`config.mk`:
```
export PLATFORM = sky130hd
export DESIGN_NAME = system_clock_divide_and_stretch
export DESIGN_NICKNAME = d
export VERILOG_FILES = /design/src/inc/clock_divide_pkg.sv /design/src/hdl/system_clock_divide_and_stretch.sv /design/src/hdl/stretch_sequencer.sv
export SDC_FILE = /design/constraint.sdc
export NUM_CORES = 1
export LEC_CHECK = 0
export ABC_AREA = 1
export BUFFER_PORTS_ARGS = -buffer_cell sky130_fd_sc_hd__buf_2
export CAP_MARGIN = 20
export CORE_UTILIZATION = 35
export CTS_CLUSTER_DIAMETER = 120
export DETAILED_ROUTE_END_ITERATION = 8
export PLACE_DENSITY = 0.52
export SYNTH_ARGS = -nofsm -noshare
export SYNTH_HDL_FRONTEND = slang
export SYNTH_HIERARCHICAL = 1
export SYNTH_SLANG_ARGS = --single-unit
```
`constraint.sdc`:
```
create_clock -name clk -period 4.11 [get_ports clk]
set_input_delay 0.6165 -clock clk [delete_from_list [all_inputs] [get_ports clk]]
set_output_delay 0.6165 -clock clk [all_outputs]
set_load 0.02 [all_outputs]
```
`src/inc/clock_divide_pkg.sv`:
```
package clock_divide_pkg;

   // register offsets
   localparam logic [3:0] ADDR_POWER_MODE = 4'h0;
   localparam logic [3:0] ADDR_STATUS = 4'h1;
   localparam logic [3:0] ADDR_STRETCH = 4'h2;
   localparam logic [3:0] ADDR_TIMER_BASE = 4'h3;

   // power mode register fields
   localparam int CDS_HI_POS = 7;
   localparam int CDS_LO_POS = 6;
   localparam int SWB_POS = 5;
   localparam int MULT_EN_POS = 4;
   localparam int FACTOR_POS = 3;

   // clock divide codes
   localparam logic [1:0] CDS_MULT = 2'h0;
   localparam logic [1:0] CDS_RSVD = 2'h1;
   localparam logic [1:0] CDS_DIV1 = 2'h2;
   localparam logic [1:0] CDS_SLOW = 2'h3;

   typedef enum logic [1:0]
   {
      MODE_X4 = 2'b00,
      MODE_X2 = 2'b01,
      MODE_DIV1 = 2'b10,
      MODE_SLOW = 2'b11
   } clk_mode_e;

   // reset values
   localparam logic [1:0] CDS_RESET = 2'h2;
   localparam logic [5:0] TIMER_BASE_RESET = 6'h00;
   localparam logic [2:0] STRETCH_RESET = 3'h1;

   // system clock periods in clk cycles minus one; one oscillator clock is four clk cycles
   localparam int OSC_CLK_CYCLES = 4;
   localparam logic [11:0] PERIOD_X4 = 12'h000;
   localparam logic [11:0] PERIOD_X2 = 12'h001;
   localparam logic [11:0] PERIOD_DIV1 = 12'h003;
   localparam logic [11:0] PERIOD_SLOW = 12'hfff;

   // timer divisors minus one
   localparam logic [3:0] TDIV_12 = 4'hb;
   localparam logic [3:0] TDIV_4 = 4'h3;
   localparam logic [3:0] TDIV_2 = 4'h1;
   localparam logic [3:0] TDIV_1 = 4'h0;

   // stretch sequencer phase lengths in system clocks
   localparam logic [4:0] ALE_BASE = 5'h02;
   localparam logic [4:0] SETUP_BASE = 5'h02;
   localparam logic [4:0] HOLD_BASE = 5'h02;
   localparam logic [4:0] STRETCH_CLKS = 5'h04;

endpackage : clock_divide_pkg

```
`src/hdl/system_clock_divide_and_stretch.sv`:
```
// The implementer's own choices: the plain strobed port and the register offsets.
`timescale 1ns/1ps
module system_clock_divide_and_stretch
   import clock_divide_pkg::*;
#(
   parameter int MULT_STARTUP_CYCLES = 65536
)
(
   // clock and reset
   input wire logic clk,
   input wire logic arst_n,
   // register port
   input wire logic [3:0] regAddr,
   input wire logic [7:0] regWrData,
   input wire logic regWrStb,
   input wire logic regRdStb,
   output logic [7:0] regRdData,
   // switchback sources, serial busy and timer 2 baud clock select
   input wire logic extIntQualified,
   input wire logic serialStartBit,
   input wire logic serialTxActive,
   input wire logic serialBusy,
   input wire logic timer2BaudClkOut,
   // external data move request
   input wire logic moveStart,
   input wire logic moveWrite,
   input wire logic pageMiss,
   // clock enables, active mode and stretch count
   output logic machineCycleEn,
   output logic oscClkEn,
   output logic [2:0] timerTickEn,
   output logic [1:0] activeMode,
   output logic [3:0] stretchCycles,
   // memory strobes
   output logic addrStrobe,
   output logic readStrobe_n,
   output logic writeStrobe_n,
   output logic moveBusy,
   output logic moveDone
);

   localparam int STARTUP_W = $clog2(MULT_STARTUP_CYCLES + 1);

   // reset release
   logic rstMeta_reg;
   logic rst_n;

   always_ff @(posedge clk or negedge arst_n)
   begin
      if (!arst_n)
      begin
         rstMeta_reg <= 1'b0;
         rst_n <= 1'b0;
      end
      else
      begin
         rstMeta_reg <= 1'b1;
         rst_n <= rstMeta_reg;
      end
   end

   // software state
   logic [1:0] cds_reg;
   logic [1:0] cds_next;
   logic swb_reg;
   logic multEn_reg;
   logic multEn_next;
   logic factor_reg;
   logic factor_next;
   logic [2:0] stretch_reg;
   logic [5:0] timerBase_reg;
   logic multReady_reg;
   logic [STARTUP_W-1:0] startCnt_reg;
   clk_mode_e mode_reg;
   clk_mode_e modeWanted;

   // system clock divider
   logic [11:0] sysCnt_reg;
   logic [11:0] period;
   logic sysTick;
   logic [1:0] oscCnt_reg;
   logic oscTick;

   // decode
   logic wrPower;
   logic wrStretch;
   logic wrTimer;
   logic inDiv1;
   logic inSlow;
   logic switchback;
   logic refuseMult;
   logic refuseSlow;
   logic [1:0] cdsReq;
   logic [7:0] rdMux;

   function automatic logic [3:0] stretch_map(input logic [2:0] sel);
      logic [3:0] r;
      r = {1'b0, sel};
      if (sel[2])
      begin
         r = {2'b00, sel[1:0]} + 4'h7;
      end
      return r;
   endfunction : stretch_map

   function automatic logic [3:0] timer_div(input logic [1:0] sel, input logic fixed2);
      logic [3:0] r;
      r = TDIV_1;
      if (fixed2)
      begin
         r = TDIV_2;
      end
      else if (sel == 2'b00)
      begin
         r = TDIV_12;
      end
      else if (sel == 2'b01)
      begin
         r = TDIV_4;
      end
      return r;
   endfunction : timer_div

   assign wrPower = regWrStb && (regAddr == ADDR_POWER_MODE);
   assign wrStretch = regWrStb && (regAddr == ADDR_STRETCH);
   assign wrTimer = regWrStb && (regAddr == ADDR_TIMER_BASE);

   assign inDiv1 = (cds_reg == CDS_DIV1) || (cds_reg == CDS_RSVD);
   assign inSlow = (mode_reg == MODE_SLOW);

   // only the running slow mode honours switchback; a pending slow code does not
   assign switchback = inSlow && (cds_reg == CDS_SLOW) &&
                       ((swb_reg && (extIntQualified || serialTxActive)) ||
                        serialStartBit);

   assign cdsReq = {regWrData[CDS_HI_POS], regWrData[CDS_LO_POS]};
   assign refuseMult = (cdsReq == CDS_MULT) && !(multEn_next && multReady_reg);
   assign refuseSlow = (cdsReq == CDS_SLOW) && serialBusy;

   // multiplier enable may only move in divide-by-1, factor only while multiplier is off
   assign multEn_next = (wrPower && inDiv1) ? regWrData[MULT_EN_POS] : multEn_reg;
   assign factor_next = (wrPower && !multEn_reg) ? regWrData[FACTOR_POS] : factor_reg;

   always_comb
   begin
      cds_next = cds_reg;
      if (switchback)
      begin
         // hardware switchback wins over a software write in the same cycle
         cds_next = CDS_DIV1;
      end
      else if (wrPower && refuseSlow)
      begin
         cds_next = CDS_DIV1;
      end
      else if (wrPower && !refuseMult)
      begin
         cds_next = cdsReq;
      end
      else if (!multEn_next && cds_reg == CDS_MULT)
      begin
         cds_next = CDS_DIV1;
      end
   end

   always_comb
   begin
      modeWanted = MODE_DIV1;
      if (cds_reg == CDS_SLOW)
      begin
         modeWanted = MODE_SLOW;
      end
      else if (cds_reg == CDS_MULT && multEn_reg && multReady_reg)
      begin
         modeWanted = factor_reg ? MODE_X4 : MODE_X2;
      end
   end

   always_ff @(posedge clk or negedge rst_n)
   begin
      if (!rst_n)
      begin
         cds_reg <= CDS_RESET;
         swb_reg <= 1'b0;
         multEn_reg <= 1'b0;
         factor_reg <= 1'b0;
      end
      else
      begin
         cds_reg <= cds_next;
         multEn_reg <= multEn_next;
         factor_reg <= factor_next;
         if (wrPower)
         begin
            swb_reg <= regWrData[SWB_POS];
         end
      end
   end

   always_ff @(posedge clk or negedge rst_n)
   begin
      if (!rst_n)
      begin
         stretch_reg <= STRETCH_RESET;
         timerBase_reg <= TIMER_BASE_RESET;
      end
      else
      begin
         if (wrStretch)
         begin
            stretch_reg <= regWrData[2:0];
         end
         if (wrTimer)
         begin
            timerBase_reg <= regWrData[5:0];
         end
      end
   end

   // multiplier startup timer, restarted on each rising enable
   always_ff @(posedge clk or negedge rst_n)
   begin
      if (!rst_n)
      begin
         multReady_reg <= 1'b0;
         startCnt_reg <= '0;
      end
      else if (multEn_next && !multEn_reg)
      begin
         multReady_reg <= 1'b0;
         startCnt_reg <= STARTUP_W'(MULT_STARTUP_CYCLES);
      end
      else if (!multEn_reg)
      begin
         multReady_reg <= 1'b0;
         startCnt_reg <= '0;
      end
      else if (startCnt_reg > STARTUP_W'(1))
      begin
         startCnt_reg <= startCnt_reg - STARTUP_W'(1);
      end
      else
      begin
         startCnt_reg <= '0;
         multReady_reg <= 1'b1;
      end
   end

   // system clock enable; period follows the mode latched at the last boundary
   always_comb
   begin
      case (mode_reg)
         MODE_X4: period = PERIOD_X4;
         MODE_X2: period = PERIOD_X2;
         MODE_SLOW: period = PERIOD_SLOW;
         default: period = PERIOD_DIV1;
      endcase
   end

   assign sysTick = (sysCnt_reg >= period);
   assign oscTick = (oscCnt_reg == 2'(OSC_CLK_CYCLES - 1));

   always_ff @(posedge clk or negedge rst_n)
   begin
      if (!rst_n)
      begin
         sysCnt_reg <= 12'h000;
         oscCnt_reg <= 2'h0;
         mode_reg <= MODE_DIV1;
      end
      else
      begin
         oscCnt_reg <= oscCnt_reg + 2'h1;
         if (sysTick)
         begin
            // a new rate only starts with a fresh cycle, so no pulse is ever cut short
            sysCnt_reg <= 12'h000;
            mode_reg <= modeWanted;
         end
         else
         begin
            sysCnt_reg <= sysCnt_reg + 12'h001;
         end
      end
   end

   // timer time bases
   genvar gi;
   generate
      for (gi = 0; gi < 3; gi++)
      begin : g_timer
         logic [3:0] tcnt_reg;
         logic [3:0] tdiv;
         logic tsrc;
         logic fixed2;

         assign fixed2 = (gi == 2) && timer2BaudClkOut;
         assign tdiv = timer_div(timerBase_reg[2*gi+1 -: 2], fixed2);
         // divide-by-12 stays on oscillator clocks except in slow mode
         assign tsrc = (fixed2 || (timerBase_reg[2*gi+1 -: 2] == 2'b00 && !inSlow)) ?
                       oscTick : sysTick;

         always_ff @(posedge clk or negedge rst_n)
         begin
            if (!rst_n)
            begin
               tcnt_reg <= 4'h0;
               timerTickEn[gi] <= 1'b0;
            end
            else
            begin
               timerTickEn[gi] <= tsrc && (tcnt_reg >= tdiv);
               if (tsrc)
               begin
                  tcnt_reg <= (tcnt_reg >= tdiv) ? 4'h0 : tcnt_reg + 4'h1;
               end
            end
         end
      end
   endgenerate

   // register read
   always_comb
   begin
      rdMux = 8'h00;
      if (regAddr == ADDR_POWER_MODE)
      begin
         rdMux = {cds_reg, swb_reg, multEn_reg, factor_reg, 3'b000};
      end
      else if (regAddr == ADDR_STATUS)
      begin
         rdMux = {5'b00000, mode_reg, multReady_reg};
      end
      else if (regAddr == ADDR_STRETCH)
      begin
         rdMux = {5'b00000, stretch_reg};
      end
      else if (regAddr == ADDR_TIMER_BASE)
      begin
         rdMux = {2'b00, timerBase_reg};
      end
   end

   always_ff @(posedge clk or negedge rst_n)
   begin
      if (!rst_n)
      begin
         regRdData <= 8'h00;
         machineCycleEn <= 1'b0;
         oscClkEn <= 1'b0;
         activeMode <= MODE_DIV1;
         stretchCycles <= 4'h0;
      end
      else
      begin
         regRdData <= regRdStb ? rdMux : 8'h00;
         machineCycleEn <= sysTick;
         oscClkEn <= oscTick;
         activeMode <= mode_reg;
         stretchCycles <= stretch_map(stretch_reg);
      end
   end

   stretch_sequencer u_seq
   (
      .clk(clk),
      .rst_n(rst_n),
      .sysTick(sysTick),
      .stretchSel(stretch_reg),
      .moveStart(moveStart),
      .moveWrite(moveWrite),
      .pageMiss(pageMiss),
      .addrStrobe(addrStrobe),
      .readStrobe_n(readStrobe_n),
      .writeStrobe_n(writeStrobe_n),
      .moveBusy(moveBusy),
      .moveDone(moveDone)
   );

endmodule : system_clock_divide_and_stretch

```
`src/hdl/stretch_sequencer.sv`:
```
`timescale 1ns/1ps
module stretch_sequencer
   import clock_divide_pkg::*;
(
   // clock and reset
   input wire logic clk,
   input wire logic rst_n,
   // timing
   input wire logic sysTick,
   input wire logic [2:0] stretchSel,
   // request
   input wire logic moveStart,
   input wire logic moveWrite,
   input wire logic pageMiss,
   // memory strobes
   output logic addrStrobe,
   output logic readStrobe_n,
   output logic writeStrobe_n,
   output logic moveBusy,
   output logic moveDone
);

   typedef enum logic [2:0]
   {
      S_IDLE = 3'b000,
      S_ALE = 3'b001,
      S_SETUP = 3'b010,
      S_STROBE = 3'b011,
      S_HOLD = 3'b100
   } seq_e;

   seq_e state_reg;
   seq_e state_next;
   logic [4:0] cnt_reg;
   logic [4:0] cnt_next;
   logic write_reg;
   logic [2:0] sel_reg;
   logic phaseEnd;
   logic [4:0] aleLen;
   logic [4:0] setupLen;
   logic [4:0] strobeLen;
   logic [4:0] holdLen;

   // strobe width is two clocks at code 0, else four per code step
   assign strobeLen = (sel_reg == 3'h0) ? 5'h02 : {sel_reg, 2'b00};
   assign setupLen = (sel_reg == 3'h0) ? SETUP_BASE :
                     (sel_reg[2] ? SETUP_BASE + {STRETCH_CLKS[3:0], 1'b0}
                                 : SETUP_BASE + 5'h01);
   assign holdLen = (sel_reg == 3'h0) ? HOLD_BASE :
                    (sel_reg[2] ? HOLD_BASE + STRETCH_CLKS
                                : HOLD_BASE + 5'h01);
   // the address phase is loaded at start, before the settings are captured
   assign aleLen = (stretchSel[2] && pageMiss) ? ALE_BASE + STRETCH_CLKS : ALE_BASE;
   assign phaseEnd = sysTick && (cnt_reg == 5'h01);

   always_comb
   begin
      state_next = state_reg;
      cnt_next = cnt_reg;
      case (state_reg)
         S_IDLE:
         begin
            if (moveStart)
            begin
               state_next = S_ALE;
               cnt_next = aleLen;
            end
         end
         S_ALE:
         begin
            if (sysTick && cnt_reg == 5'h01)
            begin
               state_next = S_SETUP;
               cnt_next = setupLen;
            end
            else if (sysTick)
            begin
               cnt_next = cnt_reg - 5'h01;
            end
         end
         S_SETUP:
         begin
            if (phaseEnd)
            begin
               state_next = S_STROBE;
               cnt_next = strobeLen;
            end
            else if (sysTick)
            begin
               cnt_next = cnt_reg - 5'h01;
            end
         end
         S_STROBE:
         begin
            if (phaseEnd)
            begin
               state_next = S_HOLD;
               cnt_next = holdLen;
            end
            else if (sysTick)
            begin
               cnt_next = cnt_reg - 5'h01;
            end
         end
         S_HOLD:
         begin
            if (phaseEnd)
            begin
               state_next = S_IDLE;
               cnt_next = 5'h00;
            end
            else if (sysTick)
            begin
               cnt_next = cnt_reg - 5'h01;
            end
         end
         default:
         begin
            state_next = S_IDLE;
            cnt_next = 5'h00;
         end
      endcase
   end

   always_ff @(posedge clk or negedge rst_n)
   begin
      if (!rst_n)
      begin
         state_reg <= S_IDLE;
         cnt_reg <= 5'h00;
         write_reg <= 1'b0;
         sel_reg <= 3'h0;
      end
      else
      begin
         state_reg <= state_next;
         cnt_reg <= cnt_next;
         if (state_reg == S_IDLE && moveStart)
         begin
            // settings are frozen for the whole access so a mid-access write cannot glitch it
            write_reg <= moveWrite;
            sel_reg <= stretchSel;
         end
      end
   end

   always_ff @(posedge clk or negedge rst_n)
   begin
      if (!rst_n)
      begin
         addrStrobe <= 1'b0;
         readStrobe_n <= 1'b1;
         writeStrobe_n <= 1'b1;
         moveBusy <= 1'b0;
         moveDone <= 1'b0;
      end
      else
      begin
         addrStrobe <= (state_next == S_ALE);
         readStrobe_n <= !(state_next == S_STROBE && !write_reg);
         writeStrobe_n <= !(state_next == S_STROBE && write_reg);
         moveBusy <= (state_next != S_IDLE);
         moveDone <= (state_reg == S_HOLD) && (state_next == S_IDLE);
      end
   end

endmodule : stretch_sequencer

```
==> flow_summary.toml, run 1 <==
[synth]
ys_ff_latch = 98
synth_area_per_cell_um2 = 8.407
synth_nets = 701
yosysUniqueCellTypes = 40
netlist_area_um2 = 5414
yosys_warnings = 6
netlist.top_cell.by_area = "dfrtp_1"
synthFlopType = "dfrtp_1"
synth_area_leaders = "dfrtp_1 (43%), nand2_1 (8.9%), ha_1 (7.6%), inv_1 (5.8%), nor2_1 (5.8%)"
netlist.area_leader.share_pct = 42.52
netlist_instances = 644
async_flop_share_pct = 100.0
synth-seq-area-share_pct = 45.44
synth_edf_count = 0

[finish]
nets = 755
final_cell_mix = "nand2_1 (128), dfrtp_1 (91), nor2_1 (84), inv_1 (84)"
antenna_cells = 0
largest_register_ffs = 17
drive_gt1_share_pct = 16.79
regArea_um2 = 2464
area.growth.synth_to_final_pct = 13.38
mostFrequentLayoutCell = "nand2_1"
n_fill_cell = 1493
multi_input_area_um2 = 2552

[detailed_routing]
drt_iter0_drc = 273
avgViaCountPerCell = 4.755
remaining_drc_errors = 0
first_pass_iters = 4
wl_per_cell_um = 13.18
ant_nets = 0
num_vias = 4237
wl_um = 11750

[global_routing]
grt_pass1_wl_um = 20290
grt_max_degree = 70
met1_usage_pct = 21.53
use_met2_pct = 25.90
busiest_layer = "met2"
first_global_vias = 4174
antenna_found_initial = 0
use_met3_pct = 3.037
grt_remaining_overflow = 0
grt_use_total_pct = 16.09

[clock_tree]
cts_root_buffer = "clkbuf_16"
hold_buffers = 0
cts_made_buffers = 9
clockBufferDepth = 2
cts_max_level = 3
cts_tree = "built"
clk_pin_slew_ns = 0.07
clock_sinks = 98
post-cts-setup-buffers = 0
cts_resized = 0
clk_latency_ns = 0.35

[floorplanning]
initial_core_util_pct = 35.75
dieArea_um2 = 15970
die_w_um = 126.4
io_pins = 48
core_um2 = 15150
chipHeight_um = 126.4
rows = 45

[power_and_ir_drop]
leakagePower_nw = 3.216
powerDensity_nw_per_um2 = 511.8
ir_worst_vdd_v = 0.0002310
design_power_total_w = 0.003141

[setup_path]
required_ns = 4.35
setup.worst_path.start_class = "register"
r2r-end = "u_seq/moveBusy"
endpoint_kind = "register"
r2r_cells = 14
path_max_fanout = 23
worst_ep_arrival_time_ns = 3.49
crit_type = "reg -> reg"
reg2reg_from = "mode_reg[1]"
startpoint = "mode_reg[1]"
rrSetupSlack_ns = 0.86

[sta]
setup_violations = 0
fin_setup_tns_ns = 0
hold_viol = 0
slew_headroom_pct = 38.92
grt_setup_unrepaired = "false"
finalClockSkew_ns = 0.009850
fmax_ghz = 0.3074
slew_violations = 0
fin_crit_ns = 3.253
fin_crit_sh_pct = 79.14
tightest_slew_ns = 0.9161

[run_status]
run_status = "completed"

[placement]
io_buffer_count = 47
dpl.hpwl_um = 8832
gp_congestion = 0.8432

[run]
cap_violations = 0

[min_path]
hold_path.class = "in -> async"
-- metal layers --
metal | vias up | wire length (µm)
li1 | 2168 | -
met1 | 2002 | 5749
met2 | 54 | 5389
met3 | 13 | 379
met4 | 0 | 228
met5 | - | 0
-- critical path, cell delays in order, from the launching register on --
cell and delay, ns:
dfstp_2 0.56, nand2_1 0.35, ha_1 0.47, a21oi_1 0.16, o21ai_1 0.10, a21oi_2 0.28, nand2_2 0.34, nand2_4 0.19
inv_2 0.04, nand3_2 0.19, nand2_1 0.08, nand2_1 0.10, nand3b_4 0.11, nor2_1 0.10, nand2_1 0.05
-- power breakdown --
group	internal, W	switching [W]	leakage (nW)	total, W
registers	0.00111	0.000129	1.24	0.00124
clock network	0.000491	0.000360	0.141	0.000851
logic	0.000390	0.000659	1.83	0.00105
-- synth_stat cells (all sizes together), types with 4 or more instances --
master / count
inv: 93
nor2: 100
nand3: 51
nand3b: 4
dfstp: 6
a21oi: 19
a31oi: 4
xor2: 18
buf: 5
ha: 33
o21ai: 31
dfrtp: 92
xnor2: 6
nand4: 9
nand2: 139
mux2: 4
nor3: 11
-- logic make-up after synthesis --
| group | Yosys count | synth area share [%] |
|---|---|---|
| AO/OA/AOI/OAI | 66 | 7.003 |
| flip-flops | 98 | 45.44 |
| adder cells (fa/ha/maj) | 33 | 7.627 |
| buffers and inverters | 98 | 7.418 |
| other | 1 | 0.06927 |
| AND/OR/NAND/NOR | 320 | 27.46 |
| multiplexers | 4 | 1.109 |
| XOR/XNOR | 24 | 3.883 |
-- final cells by class --
class / count / share of cell area (%)
Sequential cell: 98 / 40.13
Clock inverter: 2 / 0.6319
Clock buffer: 14 / 4.138
Timing Repair Buffer: 48 / 3.954
Tap cell: 188 / 3.832
Inverter: 93 / 5.728
Multi-Input combinational cell: 448 / 41.58
-- worst max-delay path by stage --
stage                     cells past startpoint             end  slack, ns
after floorplan                               0   activeMode[0]       1.19
after global placement                       14  u_seq/moveBusy       1.02
after detailed placement                     14  u_seq/moveBusy       0.83
after CTS                                    14  u_seq/moveBusy       0.82
after global routing                         14  u_seq/moveBusy       0.47
final                                        14  u_seq/moveBusy       0.86
-- metrics by stage --
stage / instances / instance area (µm²) / worst slack, ns / util [%] / hold WS [ns]
detailed placement: 875 / 5846 / 0.8256 / 38.60 / 0.3450
global placement: 875 / 5846 / 1.016 / 38.60 / 0.3380
global route: 891 / 6138 / 0.4686 / 40.53 / 0.02245
floorplan: 644 / 5414 / 1.189 / - / 0.3209
CTS: 891 / 6138 / 0.8219 / 40.53 / 0.02067
finish: 891 / 6138 / 0.8574 / 40.53 / 0.03440
Power figures use the tool's default switching activity.
==> inputs of run 2 (changes only) <==
--- a/config.mk
+++ b/config.mk
@@ -11,7 +11,7 @@
 export CORE_UTILIZATION = 35
 export CTS_CLUSTER_DIAMETER = 120
 export DETAILED_ROUTE_END_ITERATION = 8
-export PLACE_DENSITY = 0.52
+export PLACE_DENSITY = 0.53
 export SYNTH_ARGS = -nofsm -noshare
 export SYNTH_HDL_FRONTEND = slang
 export SYNTH_HIERARCHICAL = 1
==> constraint.sdc (replaced) <==
create_clock -name clk -period 2.8 [get_ports clk]
set_input_delay 0.42 -clock clk [delete_from_list [all_inputs] [get_ports clk]]
set_output_delay 0.42 -clock clk [all_outputs]
set_load 0.02 [all_outputs]
==> flow_summary.toml, run 2 (synthesis results as in run 1) <==
[placement]
post-place-ws_ns = 0.1124
io_buffer_count = 47
gp_congestion = 0.8894
dpl.hpwl_um = 8807

[clock_tree]
clk_latency_ns = 0.35
clk_pin_slew_ns = 0.06
post-cts-setup-buffers = 0
cts_made_buffers = 9
cts_max_level = 3
clock_sinks = 98
cts_root_buffer = "clkbuf_16"
clockBufferDepth = 2
cts_tree = "built"

[setup_path]
path_max_fanout = 11
setup.worst_path.start_class = "register"
crit_type = "reg -> reg"
worst_ep_arrival_time_ns = 2.75
startpoint = "mode_reg[1]"
required_ns = 3.04
reg2reg_from = "mode_reg[1]"
endpoint_kind = "register"

[floorplanning]
initial_core_util_pct = 35.75
chipHeight_um = 126.4
rows = 45
die_w_um = 126.4
core_um2 = 15150
dieArea_um2 = 15970
io_pins = 48

[power_and_ir_drop]
powerDensity_nw_per_um2 = 734.1
leakagePower_nw = 3.245
ir_worst_vdd_v = 0.0003198

[finish]
mostFrequentLayoutCell = "nand2_1"
antenna_cells = 0
n_fill_cell = 1492
area.growth.synth_to_final_pct = 14.56
nets = 761
largest_register_ffs = 17
drive_gt1_share_pct = 17.77
final_cell_mix = "nand2_1 (127), dfrtp_1 (91), nor2_1 (84), inv_1 (84)"

[sta]
fin_ws_ns = 0.2940
slew_violations = 0
finalClockSkew_ns = 0.007986
tightest_slew_ns = 0.6632
hold_viol = 0
slew_headroom_pct = 55.79
fmax_ghz = 0.3990
setup_violations = 0
fin_setup_tns_ns = 0
fin_crit_ns = 2.506
fin_crit_sh_pct = 89.50
grt_setup_unrepaired = "false"

[detailed_routing]
num_vias = 4268
remaining_drc_errors = 0
wl_um = 11520
avgViaCountPerCell = 4.758
ant_nets = 0
wl_per_cell_um = 12.84
drt_iter0_drc = 186
first_pass_iters = 4

[global_routing]
grt_use_total_pct = 15.90
grt_max_degree = 50
grt_remaining_overflow = 0
antenna_found_initial = 0
grt_pass1_wl_um = 20060
first_global_vias = 4198

[min_path]
holdCritStartpoint = "moveWrite"
hold_path.class = "in -> reg"

[run]
cap_violations = 0

[run_status]
run_status = "completed"
[run 2: per-layer routing]
layer	vias up	share of wire (%)	GRT usage, %
met5	-	0	0
met4	0	2.0	7.371
met3	15	4.3	2.995
met2	83	46	25.15
met1	1998	48	21.14
li1	2172	-	-
[run 2: path summary, 6_finish.rpt]
path / endpoint / slack [ns] / cells after the start
max: u_seq/moveBusy / 0.29 / 14
min: u_seq/write_reg / 0.30 / 2
max reg2reg: u_seq/moveBusy / 0.29 / 14
min reg2reg: rst_n / 0.35 / 0
max in group asynchronous: u_seq/readStrobe_n / 1.69 / 1
min in group asynchronous: startCnt_reg[1] / 0.36 / 0
[run 2: final cells by class]
type                            instances  area [µm²]  share of cell area [%]
Inverter                               93       351.6                   5.669
Clock buffer                           14       274.0                   4.418
Tap cell                              188       235.2                   3.793
Sequential cell                        98        2464                   39.72
Clock inverter                          2       12.51                  0.2017
Multi-Input combinational cell        448        2562                   41.32
Timing Repair Buffer                   54       302.8                   4.882
[run 2: where the power goes]
group          total, W  switching (W)  internal (W)
logic           0.00152       0.000947      0.000577
clock network   0.00121       0.000532      0.000675
registers       0.00182       0.000188       0.00163
total           0.00455        0.00167       0.00289
[run 2: critical path: stages (launching register included)]
cell	delay (ns)
dfstp_2	0.54
nand2_2	0.16
ha_1	0.35
a21oi_1	0.16
o21ai_0	0.14
a21oi_2	0.17
nand2_2	0.15
nand2_4	0.12
inv_2	0.05
nand3_4	0.13
nand2_1	0.07
nand2_1	0.10
nand3b_4	0.11
nor2_1	0.10
nand2_1	0.05
[run 2: timing repair]
| action | in CTS | in global routing |
|---|---|---|
| gates resized for setup | 0 | 4 |
| hold endpoints to repair | 2 | 0 |
| hold buffers | 1 | 0 |
| setup endpoints to repair | 0 | 10 |
[run 2: metrics by stage]
stage	hold slack (ns)	instance area [µm²]	power, W	cells	util, %
floorplan	0.1244	5415	0.003059	644	-
global placement	0.2063	5896	0.003361	880	38.93
detailed placement	0.2092	5896	0.003397	880	38.93
CTS	0.2955	6192	0.004629	897	40.88
global route	0.3047	6202	0.004935	897	40.95
finish	0.3038	6202	0.004553	897	40.95
==> inputs of run 3 (changes only) <==
--- a/config.mk
+++ b/config.mk
@@ -7,7 +7,7 @@
 export LEC_CHECK = 0
 export ABC_AREA = 1
 export BUFFER_PORTS_ARGS = -buffer_cell sky130_fd_sc_hd__buf_2
-export CAP_MARGIN = 20
+export CORE_ASPECT_RATIO = 1.75
 export CORE_UTILIZATION = 35
 export CTS_CLUSTER_DIAMETER = 120
 export DETAILED_ROUTE_END_ITERATION = 8
==> flow_summary.toml, run 3 (synthesis results as in run 1) <==
[floorplanning]
dieArea_um2 = 15990
chipHeight_um = 166.5
initial_core_util_pct = 36.13
io_pins = 48
core_um2 = 14990
rows = 59
die_w_um = 96.02

[sta]
fin_setup_tns_ns = 0
slew_violations = 0
finalClockSkew_ns = 0.01379
fin_crit_sh_pct = 87.33
fmax_ghz = 0.4090
slew_headroom_pct = 65.56
tightest_slew_ns = 0.5123
grt_setup_unrepaired = "false"
hold_viol = 0
setup_violations = 0
fin_crit_ns = 2.445

[placement]
gp_congestion = 0.8048
io_buffer_count = 47
dpl.hpwl_um = 8975
placed_cell_area_um2 = 5904
dp.cells = 877

[detailed_routing]
avgViaCountPerCell = 4.749
drt_iter0_drc = 203
wl_per_cell_um = 12.95
ant_nets = 0
wl_um = 11580
top_layer = "met4"
wl_met3_um = 276
num_vias = 4246
first_pass_iters = 4
routed-wl-met2_um = 5890
remaining_drc_errors = 0
drt-met1-wl_um = 5214

[finish]
largest_register_ffs = 17
finalNonFillerCells = 894
mostFrequentLayoutCell = "nand2_1"
drive_gt1_share_pct = 18.14
fin_area_um2 = 6252
nets = 763
area.growth.synth_to_final_pct = 15.48
final_cell_mix = "nand2_1 (127), dfrtp_1 (91), nor2_1 (84), inv_1 (84)"
fin_util_pct = 41.72
antenna_cells = 0
n_fill_cell = 1498

[global_routing]
grt_pass1_wl_um = 19850
first_global_vias = 4202
grt_max_degree = 39
grt_remaining_overflow = 0
grt_use_total_pct = 16.03
antenna_found_initial = 0

[power_and_ir_drop]
ir_worst_vdd_v = 0.0003598
design_power_total_w = 0.004722
leakagePower_nw = 3.272
powerDensity_nw_per_um2 = 755.2

[clock_tree]
cts_made_buffers = 9
clockBufferDepth = 2
cts_tree = "built"
clk_pin_slew_ns = 0.07
cts_max_level = 3
clk_latency_ns = 0.35
cts_root_buffer = "clkbuf_16"
post-cts-setup-buffers = 0
clock_sinks = 98

[setup_path]
r2r-end = "u_seq/moveBusy"
path_cells = "nand2_2 > ha_1 > a21oi_1 > o21ai_1 > a21oi_2 > nand2_2 > nand2_4 > inv_2 > nand3_4 > nand2_1 > nand2_1 > nand3b_4 > nor2_1 > nand2_1"
reg2reg_from = "mode_reg[1]"
path_max_fanout = 11
endpoint_kind = "register"
worstPathBufferInverterCount = 1
crit_type = "reg -> reg"
slowest_stage = "dfstp_2"
required_ns = 3.04
rrSetupSlack_ns = 0.35
crit_family = "simple AND/OR/NAND/NOR gates"
worst_ep_arrival_time_ns = 2.69
startpoint = "mode_reg[1]"
r2r_cells = 14
setup.worst_path.start_class = "register"
cp.depth = 14
cp_common_cell = "nand2_1"
cp_slowest_stage_delay_ns = 0.54

[min_path]
hold_path.class = "reg -> async"

[run_status]
run_status = "completed"

[run]
cap_violations = 0
==> run 3: cell types whose count changed in the layout (fill, tap and decap cells not counted), moves of 2 or more <==
cell and change:
clkbuf_8 -2, buf_4 +2, o21ai_1 -2, bufinv_16 +2, o21ai_0 +2
==> run 3: what timing repair did <==
item,CTS,global route
gates resized for setup,0,2
endpoints found under the setup margin,0,9
endpoints found under the hold margin,2,0
hold buffers,1,0
==> run 3: layer usage <==
| metal | vias to the layer above | track usage [%] |
|---|---|---|
| li1 | 2184 | - |
| met5 | - | 0 |
| met2 | 57 | 26.89 |
| met4 | 0 | 5.451 |
| met3 | 9 | 2.740 |
| met1 | 1996 | 20.42 |
==> run 3: where the power goes <==
part	leakage [nW]	switching, W	internal [W]
combinational	1.87	0.000964	0.000578
sequential	1.24	0.000188	0.00163
clock	0.156	0.000547	0.000813
==> run 3: through the flow <==
stage / hold slack, ns / setup WS (ns)
floorplan: 0.1244 / 0.09993
global placement: 0.2050 / 0.2479
detailed placement: 0.2071 / 0.1242
CTS: 0.2879 / 0.1149
global route: 0.2921 / 0.04343
finish: 0.2744 / 0.3549
==> run 3: layout make-up <==
cell class              count  area, µm²  share of cell area (%)
repair buffers             56      317.8                   5.083
well taps                 183      229.0                   3.662
flip-flops and latches     98       2464                   39.40
multi-input cells         448       2562                   40.98
inverters                  93      351.6                   5.623
clock inverters             5      85.08                   1.361
clock buffers              11      242.7                   3.882
==> run 3: worst reg2reg max path, stage by stage, from the launching register on <==
cell and delay (ns):
dfstp_2 0.54, nand2_2 0.16, ha_1 0.37, a21oi_1 0.16, o21ai_1 0.10, a21oi_2 0.16, nand2_2 0.15, nand2_4 0.12
inv_2 0.05, nand3_4 0.13, nand2_1 0.07, nand2_1 0.10, nand3b_4 0.11, nor2_1 0.09, nand2_1 0.06
==> run 3: how the worst max path moves through the flow <==
stage / to / slack (ns)
3_3_place_gp: u_seq/moveBusy / 0.25
5_1_grt: u_seq/moveBusy / 0.04
6_report: u_seq/moveBusy / 0.35
4_1_cts: u_seq/moveBusy / 0.11
3_5_place_dp: u_seq/addrStrobe / 0.12
2_1_floorplan: u_seq/moveBusy / 0.1
